**config.mk**
```make
export PLATFORM = sky130hd
export DESIGN_NAME = io_port8
export DESIGN_NICKNAME = d
export VERILOG_FILES = /design/src/core/port8_pkg.sv /design/src/core/bus_handshake.sv /design/src/core/pin_mux.sv /design/src/core/io_port8.sv
export SDC_FILE = /design/constraint.sdc
export NUM_CORES = 1
export LEC_CHECK = 0
export BUFFER_PORTS_ARGS = -buffer_cell sky130_fd_sc_hd__buf_4
export CORE_UTILIZATION = 43
export DETAILED_ROUTE_END_ITERATION = 8
export PLACE_DENSITY = 0.95
export SLEW_MARGIN = 20
export SYNTH_ARGS = -nofsm -noshare
export SYNTH_HDL_FRONTEND = slang
export SYNTH_SLANG_ARGS = --single-unit
export TNS_END_PERCENT = 100
```
**constraint.sdc**
```tcl
create_clock -name mclk -period 3.2 [get_ports mclk]
set_input_delay 0.32 -clock mclk [delete_from_list [all_inputs] [get_ports mclk]]
set_output_delay 0.32 -clock mclk [all_outputs]
set_load 0.02 [all_outputs]
```
**src/core/port8_pkg.sv**
```systemverilog
/*
  constants shared by the eight-bit io port: register map, reset values,
  pin roles and the bus handshake states.
  assumes a 32-bit avalon-mm byte address bus in front of the port.
*/
package port8_pkg;

  // ==========================================================
  // widths
  localparam int DATA_W = 32;
  localparam int ADDR_W = 18;
  localparam int PORT_W = 8;

  // ==========================================================
  // register map: printed index, byte address is four times it
  localparam logic [15:0] LATCH_IDX = 16'hffdb;
  localparam logic [15:0] DIR_IDX = 16'hffeb;
  localparam logic [ADDR_W-1:0] LATCH_ADDR = {LATCH_IDX, 2'b00};
  localparam logic [ADDR_W-1:0] DIR_ADDR = {DIR_IDX, 2'b00};

  // ==========================================================
  // reset and read-back values
  localparam logic [PORT_W-1:0] LATCH_RST = 8'h00;
  localparam logic [PORT_W-1:0] DIR_RST = 8'h00;
  localparam logic [PORT_W-1:0] DIR_READ = 8'hff;

  // ==========================================================
  // pin roles
  localparam int PIN_GP = 7;
  localparam int PIN_CAP_D = 6;
  localparam int PIN_CAP_C = 5;
  localparam int PIN_CAP_B = 4;
  localparam int PIN_CAP_A = 3;
  localparam int PIN_CMP_B = 2;
  localparam int PIN_CMP_A = 1;
  localparam int PIN_CNT_CLK = 0;

  // ==========================================================
  // bus handshake
  typedef enum logic [0:0] {
    BUS_IDLE = 1'b0,
    BUS_ACK = 1'b1
  } bus_state_t;

endpackage

```
**src/core/bus_handshake.sv**
```systemverilog
/*
  avalon-mm waitrequest sequencer: every access waits exactly one cycle.
  assumes the master holds read or write until it sees waitrequest low.
*/
module bus_handshake
  import port8_pkg::*;
(
  input wire logic mclk,
  input wire logic srst,
  input wire logic read,
  input wire logic write,
  output logic waitrequest,
  output logic sample,
  output logic take
);

  bus_state_t state_reg;
  bus_state_t state_next;
  logic req;

  // ==========================================================
  // state
  assign req = read | write;

  always_comb
  begin
    state_next = state_reg;
    case (state_reg)
      BUS_IDLE:
      begin
        if (req)
          state_next = BUS_ACK;
      end
      BUS_ACK:
        state_next = BUS_IDLE;
      default:
        state_next = BUS_IDLE;
    endcase
  end

  always_ff @(posedge mclk)
  begin
    if (srst)
      state_reg <= BUS_IDLE;
    else
      state_reg <= state_next;
  end

  // ==========================================================
  // strobes: sample in the wait cycle, take in the answer cycle
  assign waitrequest = req & (state_reg == BUS_IDLE);
  assign sample = req & (state_reg == BUS_IDLE);
  assign take = req & (state_reg == BUS_ACK);
endmodule

```
**src/core/pin_mux.sv**
```systemverilog
/*
  per-pin output selection: direction bit and latch, with the two
  timer compare outputs taking over their pins when enabled.
  assumes the timer signals are synchronous to the port clock.
*/
module pin_mux
  import port8_pkg::*;
#(
  parameter int WIDTH = PORT_W
)
(
  input wire logic [WIDTH-1:0] dir,
  input wire logic [WIDTH-1:0] latch,
  input wire logic compare_out_enable_a,
  input wire logic compare_out_enable_b,
  input wire logic timer_compare_out_a,
  input wire logic timer_compare_out_b,
  output logic [WIDTH-1:0] pin_out,
  output logic [WIDTH-1:0] pin_oe
);

  // ==========================================================
  // elaboration check: pin roles are fixed to an eight-bit port
  if (WIDTH != PORT_W)
  begin : g_bad_width
    $error("pin_mux needs WIDTH equal to PORT_W");
  end

  // ==========================================================
  // per-pin selection
  for (genvar i = 0; i < WIDTH; i++)
  begin : g_pin
    if (i == PIN_CMP_A)
    begin : g_cmp_a
      assign pin_oe[i] = compare_out_enable_a | dir[i];
      assign pin_out[i] = compare_out_enable_a ? timer_compare_out_a : latch[i];
    end
    else if (i == PIN_CMP_B)
    begin : g_cmp_b
      assign pin_oe[i] = compare_out_enable_b | dir[i];
      assign pin_out[i] = compare_out_enable_b ? timer_compare_out_b : latch[i];
    end
    else
    begin : g_gp
      assign pin_oe[i] = dir[i];
      assign pin_out[i] = latch[i];
    end
  end

endmodule

```
**src/core/io_port8.sv**
```systemverilog
/*
  eight-bit general-purpose io port with output latch and write-only
  direction register, reached over avalon-mm with waitrequest.
  assumes pins and timer signals are synchronous to mclk and that the
  surrounding pad logic resolves pin level from pin_out and pin_oe.
*/
// Local design decision: the Avalon-MM register port.
// Behaviour
// - the output latch holds eight writable output bits, bit 7 down to bit 0, read back only for pins whose direction bit is one.
// - a direction bit of one makes its pin an output, zero makes it an input.
// - a port read returns the latch bit for every pin whose direction bit is one.
// - a port read returns the sampled pin level for every pin whose direction bit is zero.
// - reset clears the output latch to zero.
// - reset clears the direction register, so all pins start as inputs except pins 1 and 2, which stay driven while their compare output is enabled.
// - the direction register cannot be read back: its address always reads all ones.
// - pin 7 is plain general purpose, governed by its direction bit only.
module io_port8
  import port8_pkg::*;
#(
  parameter int AW = port8_pkg::ADDR_W
)
(
  input wire logic mclk,
  input wire logic srst,
  input wire logic [AW-1:0] address,
  input wire logic read,
  input wire logic write,
  input wire logic [port8_pkg::DATA_W-1:0] writedata,
  input wire logic [3:0] byteenable,
  output logic [port8_pkg::DATA_W-1:0] readdata,
  output logic waitrequest,
  input wire logic [port8_pkg::PORT_W-1:0] pin_in,
  output logic [port8_pkg::PORT_W-1:0] pin_out,
  output logic [port8_pkg::PORT_W-1:0] pin_oe,
  input wire logic compare_out_enable_a,
  input wire logic compare_out_enable_b,
  input wire logic timer_compare_out_a,
  input wire logic timer_compare_out_b,
  output logic timer_capture_in_a,
  output logic timer_capture_in_b,
  output logic timer_capture_in_c,
  output logic timer_capture_in_d,
  output logic timer_count_clock_in
);

  import port8_pkg::*;

  // ==========================================================
  // elaboration check
  if (AW < ADDR_W)
  begin : g_bad_aw
    $error("io_port8 needs AW of at least ADDR_W");
  end

  // ==========================================================
  // declarations
  logic [PORT_W-1:0] port_output_latch_reg;
  logic [PORT_W-1:0] port_output_latch_next;
  logic [PORT_W-1:0] port_direction_reg;
  logic [PORT_W-1:0] port_direction_next;
  logic [DATA_W-1:0] readdata_reg;
  logic [DATA_W-1:0] readdata_next;
  logic [PORT_W-1:0] port_view;
  logic sample;
  logic take;
  logic hit_latch;
  logic hit_dir;
  logic wr_latch;
  logic wr_dir;

  // ==========================================================
  // bus handshake
  bus_handshake u_bus (
    .mclk(mclk),
    .srst(srst),
    .read(read),
    .write(write),
    .waitrequest(waitrequest),
    .sample(sample),
    .take(take)
  );

  // ==========================================================
  // address decode
  // upper address bits beyond ADDR_W must be zero, so aliases never hit
  assign hit_latch = (address == AW'(LATCH_ADDR));
  assign hit_dir = (address == AW'(DIR_ADDR));

  // only byte lane 0 carries register data; other lanes are ignored
  assign wr_latch = take & write & hit_latch & byteenable[0];
  assign wr_dir = take & write & hit_dir & byteenable[0];

  // ==========================================================
  // output latch
  always_comb
  begin
    port_output_latch_next = port_output_latch_reg;
    if (wr_latch)
      port_output_latch_next = writedata[PORT_W-1:0];
  end

  always_ff @(posedge mclk)
  begin
    if (srst)
      port_output_latch_reg <= LATCH_RST;
    else
      port_output_latch_reg <= port_output_latch_next;
  end

  // ==========================================================
  // direction register
  always_comb
  begin
    port_direction_next = port_direction_reg;
    if (wr_dir)
      port_direction_next = writedata[PORT_W-1:0];
  end

  always_ff @(posedge mclk)
  begin
    if (srst)
      port_direction_reg <= DIR_RST;
    else
      port_direction_reg <= port_direction_next;
  end

  // ==========================================================
  // read path
  // outputs read from the latch, so a loaded pin never corrupts read-modify-write
  assign port_view = (port_direction_reg & port_output_latch_reg)
                   | (~port_direction_reg & pin_in);

  always_comb
  begin
    readdata_next = readdata_reg;
    if (sample & read)
    begin
      if (hit_latch)
        readdata_next = {{(DATA_W-PORT_W){1'b0}}, port_view};
      else if (hit_dir)
        readdata_next = {{(DATA_W-PORT_W){1'b0}}, DIR_READ};
      else
        readdata_next = '0;
    end
  end

  always_ff @(posedge mclk)
  begin
    if (srst)
      readdata_reg <= '0;
    else
      readdata_reg <= readdata_next;
  end

  assign readdata = readdata_reg;

  // ==========================================================
  // pin drivers
  pin_mux #(
    .WIDTH(PORT_W)
  ) u_mux (
    .dir(port_direction_reg),
    .latch(port_output_latch_reg),
    .compare_out_enable_a(compare_out_enable_a),
    .compare_out_enable_b(compare_out_enable_b),
    .timer_compare_out_a(timer_compare_out_a),
    .timer_compare_out_b(timer_compare_out_b),
    .pin_out(pin_out),
    .pin_oe(pin_oe)
  );

  // ==========================================================
  // timer feeds
  // the timer watches the pad even when the port drives it
  assign timer_capture_in_d = pin_in[PIN_CAP_D];
  assign timer_capture_in_c = pin_in[PIN_CAP_C];
  assign timer_capture_in_b = pin_in[PIN_CAP_B];
  assign timer_capture_in_a = pin_in[PIN_CAP_A];
  assign timer_count_clock_in = pin_in[PIN_CNT_CLK];
endmodule

```
==> summary.txt, run 1 <==
Placed design
  – Pre-CTS worst setup slack: between 1 and 1.5 ns
  – DP Area: between 1500 and 2000 um^2
  – Placed cells: 270
  – Input/output buffers: a little over 70
  – Detailed Place HPWL: roughly 2.8 mm
  – GP Congestion: about 0.78

Routing
  – Met2 routed WL: 1.86 mm
  – Top Metal Used: met4
  – WL met1: about 1.5 mm
  – Per-cell routed wire length: 13.4 um
  – Post-route DRC: 0
  – Number of vias per cell: about 5.1
  – DRT iter0 DRCs: 78
  – DRT antenna net count: 0
  – Vias: 1405
  – DRT Wirelength: roughly 3.7 mm
  – Routed met3 length: ~300 um
  – First drt pass iteration count: 4

Timing
  – Highest clock rate: roughly 0.64 GHz
  – Max_slew headroom: a little under half
  – Final hold viol count: 0
  – Fin crit share: ~49%
  – Setup TNS: 0 ns
  – Worst setup margin: around 1.6 ns
  – Fin crit period: around 1.6 ns
  – Final setup viols: 0
  – Hold slack: around 0.32 ns
  – RSZ-0062 raised after global routing: no
  – Max-slew violations: 0
  – Skew final: 0.00224 ns
  – Worst Tran Pin Value: ~0.81 ns

Setup path
  – CP max stage delay: about 0.51 ns
  – Worst-path maximum fanout: 9
  – Crit. Startpoint: u_bus.state_reg$_SDFF_PP0_
  – CP endpoint: readdata[3]$_SDFFE_PP0P_
  – Crit path capture type: flop
  – CP arrival: 1.71 ns
  – Worst R2R Path Depth: 3
  – WP data required: approximately 3.3 ns
  – Setup slack, reg-to-reg: 1.63 ns
  – Startpoint Class: flop
  – Critical Path, Cell by Cell: nor2b_1 -> a21boi_2 -> a211oi_1
  – Slowest CP cell: nor2b_1
  – Reg-to-Reg End: readdata[3]$_SDFFE_PP0P_
  – R2r startpoint: u_bus.state_reg$_SDFF_PP0_
  – Worst setup path class: reg2reg

Yosys
  – Share of synthesized flip-flops with an asynchronous set or reset: 0%
  – Synth Area in Simple Gates: about 22%
  – Syn. warnings: 0
  – Largest family of logic cells by synthesized area: buffers and inverters
  – Most frequent cell after synthesis: buf_4
  – Synthesized area per cell: between 9 and 10 um^2
  – XOR/XNOR share of the synthesized area: 0%
  – Primary FF master, synth: dfxtp_1
  – Synth unique cells: 25
  – Sequential area share after synthesis: 30.7%
  – Syn Std Cell Area: about 1600 um^2
  – Synth top area cells: dfxtp_1, buf_4, nand4_1, mux2_2, a21oi_1
  – EDFF count, synth: 0
  – Mux cell area share after synthesis: just under 7%
  – Synth top cells by count: buf_4, dfxtp_1, nand4_1
  – Gate Count Post-Synth: 180
  – Post-synth top area cell: dfxtp_1
  – Top cell type's share of synthesized area: approximately 31%
  – Synth Area in Compound Gates: 14.2%
  – Post-Synth Adder-Cell Area: 0%
  – Seq cells post-synth: 25

Final layout
  – Final std cells w/o fill: between 200 and 300
  – Final instance area: between 1500 and 2000 um^2
  – Syn-to-layout area delta: 20.1%
  – Layout cells sized above 1: 42.1%
  – Final-layout fill cell count: 338
  – N_diodes: 0
  – Net count, final: about 300

CTS
  – H-tree depth: 1
  – Worst-case clock buffer depth: 2
  – Post-CTS sizing: 0
  – Clk pin slew, worst setup/hold paths: around 0.090 ns
  – CTS sink count: 25
  – Postcts setup bufs: 0
  – Hold Buf Count CTS: 0
  – Clock Latency Late Sink: 0.26 ns
  – Root buffer cell: clkbuf_8
  – CTS Buf Count: 3
  – TritonCTS clock tree: built

Global routing
  – Initial antenna violation count: 0
  – Total grt overflow: 0
  – Pin count of the biggest net entering global routing: 26
  – Total track usage: 18.4%
  – First-pass GRT wire length: approximately 6 mm
  – Vias in the first global route: 1278

Die
  – Std cell rows: 21
  – Die width: 63.6 um
  – Die area: ~4000 um^2
  – Boundary pin count: around 120
  – Starting density of the core: 47.0%
  – Die Y: about 64 um
  – Core area: about 3500 um^2

Pwr
  – Power per cell area: about 340 nW/um^2
  – Worst VDD drop: around 160 uV
  – Pleak: just under 0.9 nW

Status
  – Status: completed

Hold path
  – Worst hold path type: in2reg

Flow run
  – Max-Cap Viols: 0
==> report_power, final <==
| part | leakage [nW] | switching [mW] | total [mW] | internal, mW |
|---|---|---|---|---|
| logic | 0.640 | 0.0892 | 0.157 | 0.0679 |
| registers | 0.203 | 0.00485 | 0.324 | 0.319 |
| clock network | 0.0228 | 0.0977 | 0.187 | 0.0890 |
| total | 0.866 | 0.192 | 0.667 | 0.476 |
==> routing by layer <==
layer,up-vias,GRT usage [%]
met5,-,0
met4,0,7.10
met3,4,2.72
met2,84,31.8
met1,630,22.6
li1,687,-
==> worst min path at each step <==
| stage | from | to | slack, ns | cells past startpoint |
|---|---|---|---|---|
| finish | writedata[6] | port_output_latch_reg[6]$_SDFFE_PP0P_ | 0.32 | 3 |
| global route | writedata[6] | port_direction_reg[6]$_SDFFE_PP0P_ | 0.32 | 3 |
| detailed placement | port_output_latch_reg[3]$_SDFFE_PP0P_ | port_output_latch_reg[3]$_SDFFE_PP0P_ | 0.49 | 2 |
| CTS | writedata[6] | port_output_latch_reg[6]$_SDFFE_PP0P_ | 0.32 | 3 |
| floorplan | port_output_latch_reg[1]$_SDFFE_PP0P_ | port_output_latch_reg[1]$_SDFFE_PP0P_ | 0.46 | 2 |
| global placement | port_output_latch_reg[4]$_SDFFE_PP0P_ | port_output_latch_reg[4]$_SDFFE_PP0P_ | 0.48 | 2 |
==> final cells by class <==
cell class                 count  area (um^2)  area share (%)
tap                           46         57.6            2.94
clock buffer                   4         45.0            2.30
timing repair buffer          74          556            28.4
multi-input combinational    125          798            40.8
sequential                    25          500            25.6
==> cell families (layout without fill, tap and decap cells) <==
logic type	after synthesis	count (layout)
buffers and inverters	53	78
DFF	25	25
other	1	24
muxes	10	10
AOI/OAI and AO/OA	41	41
and+or+nand+nor	50	50
==> placed cells by master, fill, tap and decap left out, types with 2 or more instances in the layout <==
cell and count:
a211oi_1 8, a21oi_1 16, buf_4 74, clkbuf_8 3, conb_1 24, dfxtp_1 25, mux2_2 10, nand3_1 8
nand4_1 19, nand4b_4 3, nor2_1 10, nor2b_1 3, nor4_4 2, o21ai_1 16, or2_2 2
==> worst max-delay path, delay by kind of cell (launching register included) <==
family	cells	cell delay [ns]
flip-flops	1	0.37
AO/OA/AOI/OAI	2	0.57
AND/OR/NAND/NOR	1	0.51
==> through the flow <==
stage	total power, mW	utilization (%)
after floorplan	0.443	-
after global routing	0.696	56.4
after global placement	0.485	55.1
final	0.667	56.4
after detailed placement	0.488	55.1
after CTS	0.670	56.4
(Power assumes the default switching activity.)
==> run 2, diff against run 1 <==
- ABC_AREA: unset -> 1
- CORE_UTILIZATION: 43 -> 38
- PLACE_DENSITY: 0.95 -> 0.87
- clock period: 3.2 -> 1.39 ns (I/O delays scaled with it)
==> run 2 against run 1 <==
Via count up 14%; sequential share of layout area down 3.2 points; utilization down 6.1 points; clock skew about the same; global-route usage down 2.6 points; register-to-register slack worse by 1.4 ns; synthesized cell count up 51%; combinational power up 150%; clock-buffer cell count down 1; highest routed layer unchanged; die area up 23%; the flow now finishes with violations (DRC); maximum frequency up 30%; first-iteration DRC count down 64%.
==> summary.txt, run 2 <==
Die
  – Starting density of the core: 40.2% (-6.8 points)
  – Die area: 4980 um^2 (+23%)
  – Boundary pin count: 124 (unchanged)
  – Core area: 4440 um^2 (+28%)
  – Std cell rows: 24 (+14%)
  – Die width: 70.5 um (+11%)
  – Die Y: 70.5 um (+11%)

Setup path
  – Critical Path, Cell by Cell: and3_1 -> buf_12 -> nand3_4 -> nand2_1 -> inv_1 -> nor2_1
  – Worst setup path class: reg2reg
  – Startpoint Class: flop
  – Buffers & Inverters on Critical Path: 2 (+2)
  – Crit path max-delay family: simple AND/OR/NAND/NOR gates
  – CP max stage delay: 0.39 ns (-0.12 ns)
  – WP data required: 1.59 ns (-1.75 ns)
  – Crit path capture type: flop
  – Slowest CP cell: dfxtp_1
  – CP arrival: 1.41 ns (-0.30 ns)
  – Worst-path maximum fanout: 18 (+9)

Timing
  – Skew final: 0.00185 ns (-0.000382 ns)
  – Fin crit period: 1.21 ns (-0.364 ns)
  – Fin crit share: 86.9% (+38 points)
  – Highest clock rate: 0.828 GHz (+30%)
  – Hold slack: 0.0291 ns (-0.289 ns)
  – Final setup viols: 0 (unchanged)
  – Final hold viol count: 0 (unchanged)
  – Setup TNS: 0 ns (unchanged)
  – Max-slew violations: 0 (unchanged)
  – Worst setup margin: 0.182 ns (-1.45 ns)
  – RSZ-0062 raised after global routing: no

Yosys
  – Syn Std Cell Area: 1790 um^2 (+9.6%)
  – Gate Count Post-Synth: 271 (+51%)
  – Syn. warnings: 0 (unchanged)
  – Primary FF master, synth: dfxtp_1
  – Top cell type's share of synthesized area: 28.0% (-2.7 points)
  – Seq cells post-synth: 25 (unchanged)
  – Share of synthesized flip-flops with an asynchronous set or reset: 0% (unchanged)
  – EDFF count, synth: 0 (unchanged)
  – Synthesized area per cell: 6.59 um^2 (-27%)
  – Synth top cells by count: inv_1, nand2_1, nor2_1
  – Synth unique cells: 23 (-8.0%)
  – Post-synth top area cell: dfxtp_1
  – Sequential area share after synthesis: 28.0% (-2.7 points)
  – Synth top area cells: dfxtp_1, buf_4, inv_1, nand2_1, nor2_1

Routing
  – DRT antenna net count: 0 (unchanged)
  – Per-cell routed wire length: 9.96 um (-26%)
  – Number of vias per cell: 4.22 (-18%)
  – First drt pass iteration count: 7 (+3)
  – Vias: 1606 (+14%)
  – DRT Wirelength: 3.79 mm (+3.0%)
  – Post-route DRC: 6 (+6)
  – DRT iter0 DRCs: 28 (-64%)

CTS
  – Worst-case clock buffer depth: 2 (unchanged)
  – CTS Buf Count: 3 (unchanged)
  – Hold Buf Count CTS: 0 (unchanged)
  – H-tree depth: 1 (unchanged)
  – Postcts setup bufs: 0 (unchanged)
  – CTS sink count: 25 (unchanged)
  – Clk pin slew, worst setup/hold paths: 0.09 ns (about the same)
  – Clock Latency Late Sink: 0.26 ns (about the same)
  – TritonCTS clock tree: built
  – Root buffer cell: clkbuf_8
  – Post-CTS sizing: 0 (unchanged)

Global routing
  – Total grt overflow: 0 (unchanged)
  – Initial antenna violation count: 0 (unchanged)
  – Vias in the first global route: 1504 (+18%)
  – First-pass GRT wire length: 6.33 mm (+8.0%)
  – Pin count of the biggest net entering global routing: 25 (-3.8%)
  – Total track usage: 15.7% (-2.6 points)

Placed design
  – Input/output buffers: 72 (unchanged)
  – Pre-CTS worst setup slack: 0.0920 ns (-1.27 ns)
  – Detailed Place HPWL: 3.06 mm (+8.6%)
  – Placed cells: 377 (+40%)
  – GP Congestion: 0.735 (-5.3%)

Flow run
  – Max-Cap Viols: 0 (unchanged)

Final layout
  – Commonest non-fill, non-tap cell in the layout: buf_4
  – Syn-to-layout area delta: 25.2%
  – Final std cells w/o fill: 381 (+39%)
  – N_diodes: 0 (unchanged)
  – Final Util: 50.3% (-6.1 points)
  – Net count, final: 400 (+34%)
  – Commonest non-fill, non-tap cells in the layout: buf_4, inv_1, nand2_1
  – Layout cells sized above 1: 28.6% (-14 points)

Status
  – Failing checks: DRC
  – Status: finished with violations

Hold path
  – Worst hold path type: in2reg

Pwr
  – Pleak: 1.21 nW (+40%)
  – Power per cell area: 700 nW/um^2 (+110%)
  – Worst VDD drop: 458 uV (+190%)
[run 2: cell type report]
cell class              instances  area (um^2)
multi-input cells             172          841
well taps                      52         65.1
clock buffers                   3         41.3
clock inverters                 1         5.00
repair buffers                 77          591
fillers                       485         2210
inverters                      51          191
flip-flops and latches         25          500
[run 2: worst reg2reg max path: stages (launching register included)]
cell,delay [ns]
dfxtp_1,0.39
and3_1,0.23
buf_12,0.17
nand3_4,0.14
nand2_1,0.09
inv_1,0.04
nor2_1,0.09
[run 2: metrics by stage]
step	power, mW	instance area [um^2]
floorplan	1.03	1870
global placement	1.14	2190
detailed placement	1.15	2190
CTS	1.58	2230
global route	1.64	2230
finish	1.56	2230
[run 2: path summary, 6_finish.rpt]
path / depth (start not counted) / endpoint / slack, ns / from
worst max-delay path: 6 / port_output_latch_reg[0]$_SDFFE_PP0P_ / 0.18 / u_bus.state_reg$_SDFF_PP0_
worst min-delay path: 2 / u_bus.state_reg$_SDFF_PP0_ / 0.03 / srst
worst max register to register: 6 / port_output_latch_reg[0]$_SDFFE_PP0P_ / 0.18 / u_bus.state_reg$_SDFF_PP0_
worst min register to register: 1 / u_bus.state_reg$_SDFF_PP0_ / 0.49 / u_bus.state_reg$_SDFF_PP0_
[run 2: logic make-up (layout without fill, tap and decap cells)]
kind of cell / Yosys count / after routing / share of synthesized area (%)
DFF: 25 / 25 / 28.0
buffers and inverters: 97 / 132 / 29.7
muxes: 8 / 8 / 4.49
AOI/OAI and AO/OA: 10 / 10 / 2.80
other: 1 / 24 / 0.210
and+or+nand+nor: 130 / 130 / 34.8
[run 2: layer usage]
layer  vias up  wire (um)  track usage [%]  part of all wire (%)
met5         -          0                0                     0
met3         2        229             2.42                   6.0
met4         0         28             3.33                  0.74
li1        872          -                -                     -
met2        59       1940             30.6                    51
met1       673       1590             18.1                    42
[run 2: power by group]
group | leakage [nW] | total, mW | internal (mW) | switching, mW
Clock | 0.0255 | 0.429 | 0.200 | 0.229
Sequential | 0.203 | 0.745 | 0.735 | 0.0104
Combinational | 0.980 | 0.389 | 0.165 | 0.224
==> run 3, diff against run 2 <==
- ABC_AREA: 1 -> unset
- CORE_UTILIZATION: 38 -> 36
- PLACE_DENSITY: 0.87 -> 0.85
==> run 3 against run 2 <==
The flow now finishes without violations; utilization shrank 3.5 points; final area shrank 8.8%; routed wire length decreased by 1.6%; clock skew grew 0.0033 ns; clock power about the same; sequential power hardly changed; power is 1.4% lower; flip-flop and latch count unchanged; non-clock buffer count increased by 5; cell count is 24% lower; maximum frequency is 3.2% lower; critical path depth fell by 3; critical endpoint is now port_direction_reg[7]$_SDFFE_PP0P_.
==> summary.txt, run 3 (synthesized netlist as in run 1, its figures left out) <==
Status
  – Status: completed

Setup path
  – Startpoint Class: flop
  – Critical Path, Cell by Cell: nand4_1 -> o21ai_1 -> a21oi_1
  – WP data required: 1.54 ns (-0.05 ns)
  – Crit path max-delay family: flip-flops
  – Worst-path maximum fanout: 8 (-10)
  – CP max stage delay: 0.43 ns (+0.04 ns)
  – Slowest CP cell: dfxtp_1
  – Buffers & Inverters on Critical Path: 0 (-2)
  – Crit path capture type: flop
  – Worst setup path class: reg2reg
  – CP arrival: 1.40 ns (about the same)

CTS
  – Root buffer cell: clkbuf_8
  – Clk pin slew, worst setup/hold paths: 0.09 ns (about the same)
  – Worst-case clock buffer depth: 2 (unchanged)
  – CTS sink count: 25 (unchanged)
  – Clock Latency Late Sink: 0.26 ns (about the same)
  – TritonCTS clock tree: built
  – Post-CTS sizing: 0 (unchanged)
  – H-tree depth: 1 (unchanged)
  – CTS Buf Count: 3 (unchanged)

Die
  – Die width: 69.3 um (-1.8%)
  – Core area: 4350 um^2 (-2.0%)
  – Starting density of the core: 37.4% (-2.8 points)
  – Std cell rows: 24 (unchanged)
  – Die area: 4800 um^2 (-3.6%)
  – Boundary pin count: 124 (unchanged)
  – Die Y: 69.3 um (-1.8%)

Timing
  – Skew final: 0.00514 ns (+0.00329 ns)
  – RSZ-0062 raised after global routing: no
  – Max-slew violations: 0 (unchanged)
  – Fin crit period: 1.25 ns (+0.0402 ns)
  – Highest clock rate: 0.801 GHz (-3.2%)
  – Final hold viol count: 0 (unchanged)
  – Worst setup margin: 0.142 ns (-0.0402 ns)
  – Fin crit share: 89.8% (+2.9 points)
  – Final setup viols: 0 (unchanged)

Pwr
  – Power per cell area: 756 nW/um^2 (+8.1%)
  – Pleak: 0.909 nW (-25%)
  – Power Total: 1.54 mW (-1.4%)
  – Worst VDD drop: 370 uV (-19%)

Final layout
  – Layout cells sized above 1: 44.5% (+16 points)
  – Commonest non-fill, non-tap cell in the layout: buf_4
  – Commonest non-fill, non-tap cells in the layout: buf_4, dfxtp_1, conb_1
  – Final Util: 46.8% (-3.5 points)
  – Net count, final: 307 (-23%)
  – Area of the multi-input gates: 798 um^2 (-5.1%)
  – Final-layout fill cell count: 430 (-11%)
  – Final instance area: 2040 um^2 (-8.8%)
  – N_diodes: 0 (unchanged)
  – Syn-to-layout area delta: 25.1% (about the same)
  – Register area: 500 um^2 (unchanged)

Routing
  – Post-route DRC: 0 (-6)
  – DRT antenna net count: 0 (unchanged)
  – DRT iter0 DRCs: 72 (+160%)
  – Number of vias per cell: 4.99 (+18%)
  – DRT Wirelength: 3.74 mm (-1.6%)
  – Per-cell routed wire length: 13.0 um (+30%)
  – First drt pass iteration count: 4 (-3)
  – Vias: 1436 (-11%)

Flow run
  – Max-Cap Viols: 0 (unchanged)

Global routing
  – First-pass GRT wire length: 6.33 mm (-0.11%)
  – Pin count of the biggest net entering global routing: 26 (+4.0%)
  – Initial antenna violation count: 0 (unchanged)
  – Vias in the first global route: 1376 (-8.5%)
  – Total track usage: 16.0% (+0.25 points)
  – Total grt overflow: 0 (unchanged)

Placed design
  – Input/output buffers: 72 (unchanged)
  – DP Area: 1980 um^2 (-9.3%)
  – GP Congestion: 0.801 (+9.0%)
  – Pre-CTS worst setup slack: -0.119 ns (-0.211 ns)
  – Detailed Place HPWL: 2.93 mm (-4.4%)

Hold path
  – Worst hold path type: in2reg
run 3: per-stage QoR:
| stage | setup TNS [ns] | hold slack [ns] | std cells |
|---|---|---|---|
| 3_5_place_dp | -1.77 | 0.424 | 283 |
| 5_1_grt | 0 | 0.145 | 288 |
| 4_1_cts | 0 | 0.135 | 287 |
| 3_3_place_gp | -1.40 | 0.411 | 283 |
| 6_report | 0 | 0.140 | 288 |
| 2_1_floorplan | -0.424 | 0.293 | 203 |
run 3: report_power, final:
part	switching (mW)	internal (mW)	leakage, nW
sequential	0.0112	0.734	0.203
combinational	0.206	0.163	0.681
clock	0.227	0.200	0.0255
run 3: per-layer routing:
| metal | vias to the layer above | GRT usage, % | wire length (um) |
|---|---|---|---|
| li1 | 701 | - | - |
| met1 | 657 | 18.6 | 1450 |
| met2 | 71 | 28.6 | 1940 |
| met3 | 7 | 3.20 | 277 |
| met4 | 0 | 6.35 | 71 |
| met5 | - | 0 | 0 |
run 3: cell type report:
cell class	count	share of cell area (%)
Clock buffer	3	2.03
Clock inverter	1	0.246
Multi-Input combinational cell	125	39.2
Sequential cell	25	24.6
Tap cell	52	3.19
Timing Repair Buffer	82	30.8
run 3: path summary, 6_finish.rpt:
path,from,to,slack [ns],cells after the start
max,u_bus.state_reg$_SDFF_PP0_,port_direction_reg[7]$_SDFFE_PP0P_,0.14,3
min,writedata[2],port_output_latch_reg[2]$_SDFFE_PP0P_,0.14,3
max reg2reg,u_bus.state_reg$_SDFF_PP0_,port_direction_reg[7]$_SDFFE_PP0P_,0.14,3
min reg2reg,port_output_latch_reg[4]$_SDFFE_PP0P_,port_output_latch_reg[4]$_SDFFE_PP0P_,0.50,2
run 3: worst reg2reg max path, cell delays in order (launching register included):
cell and delay, ns:
dfxtp_1 0.43, nand4_1 0.36, o21ai_1 0.26, a21oi_1 0.09
run 3: timing repair:
action | in CTS | in global routing
hold buffers | 0 | 0
setup buffers | 0 | 1
setup endpoints to repair | 0 | 7
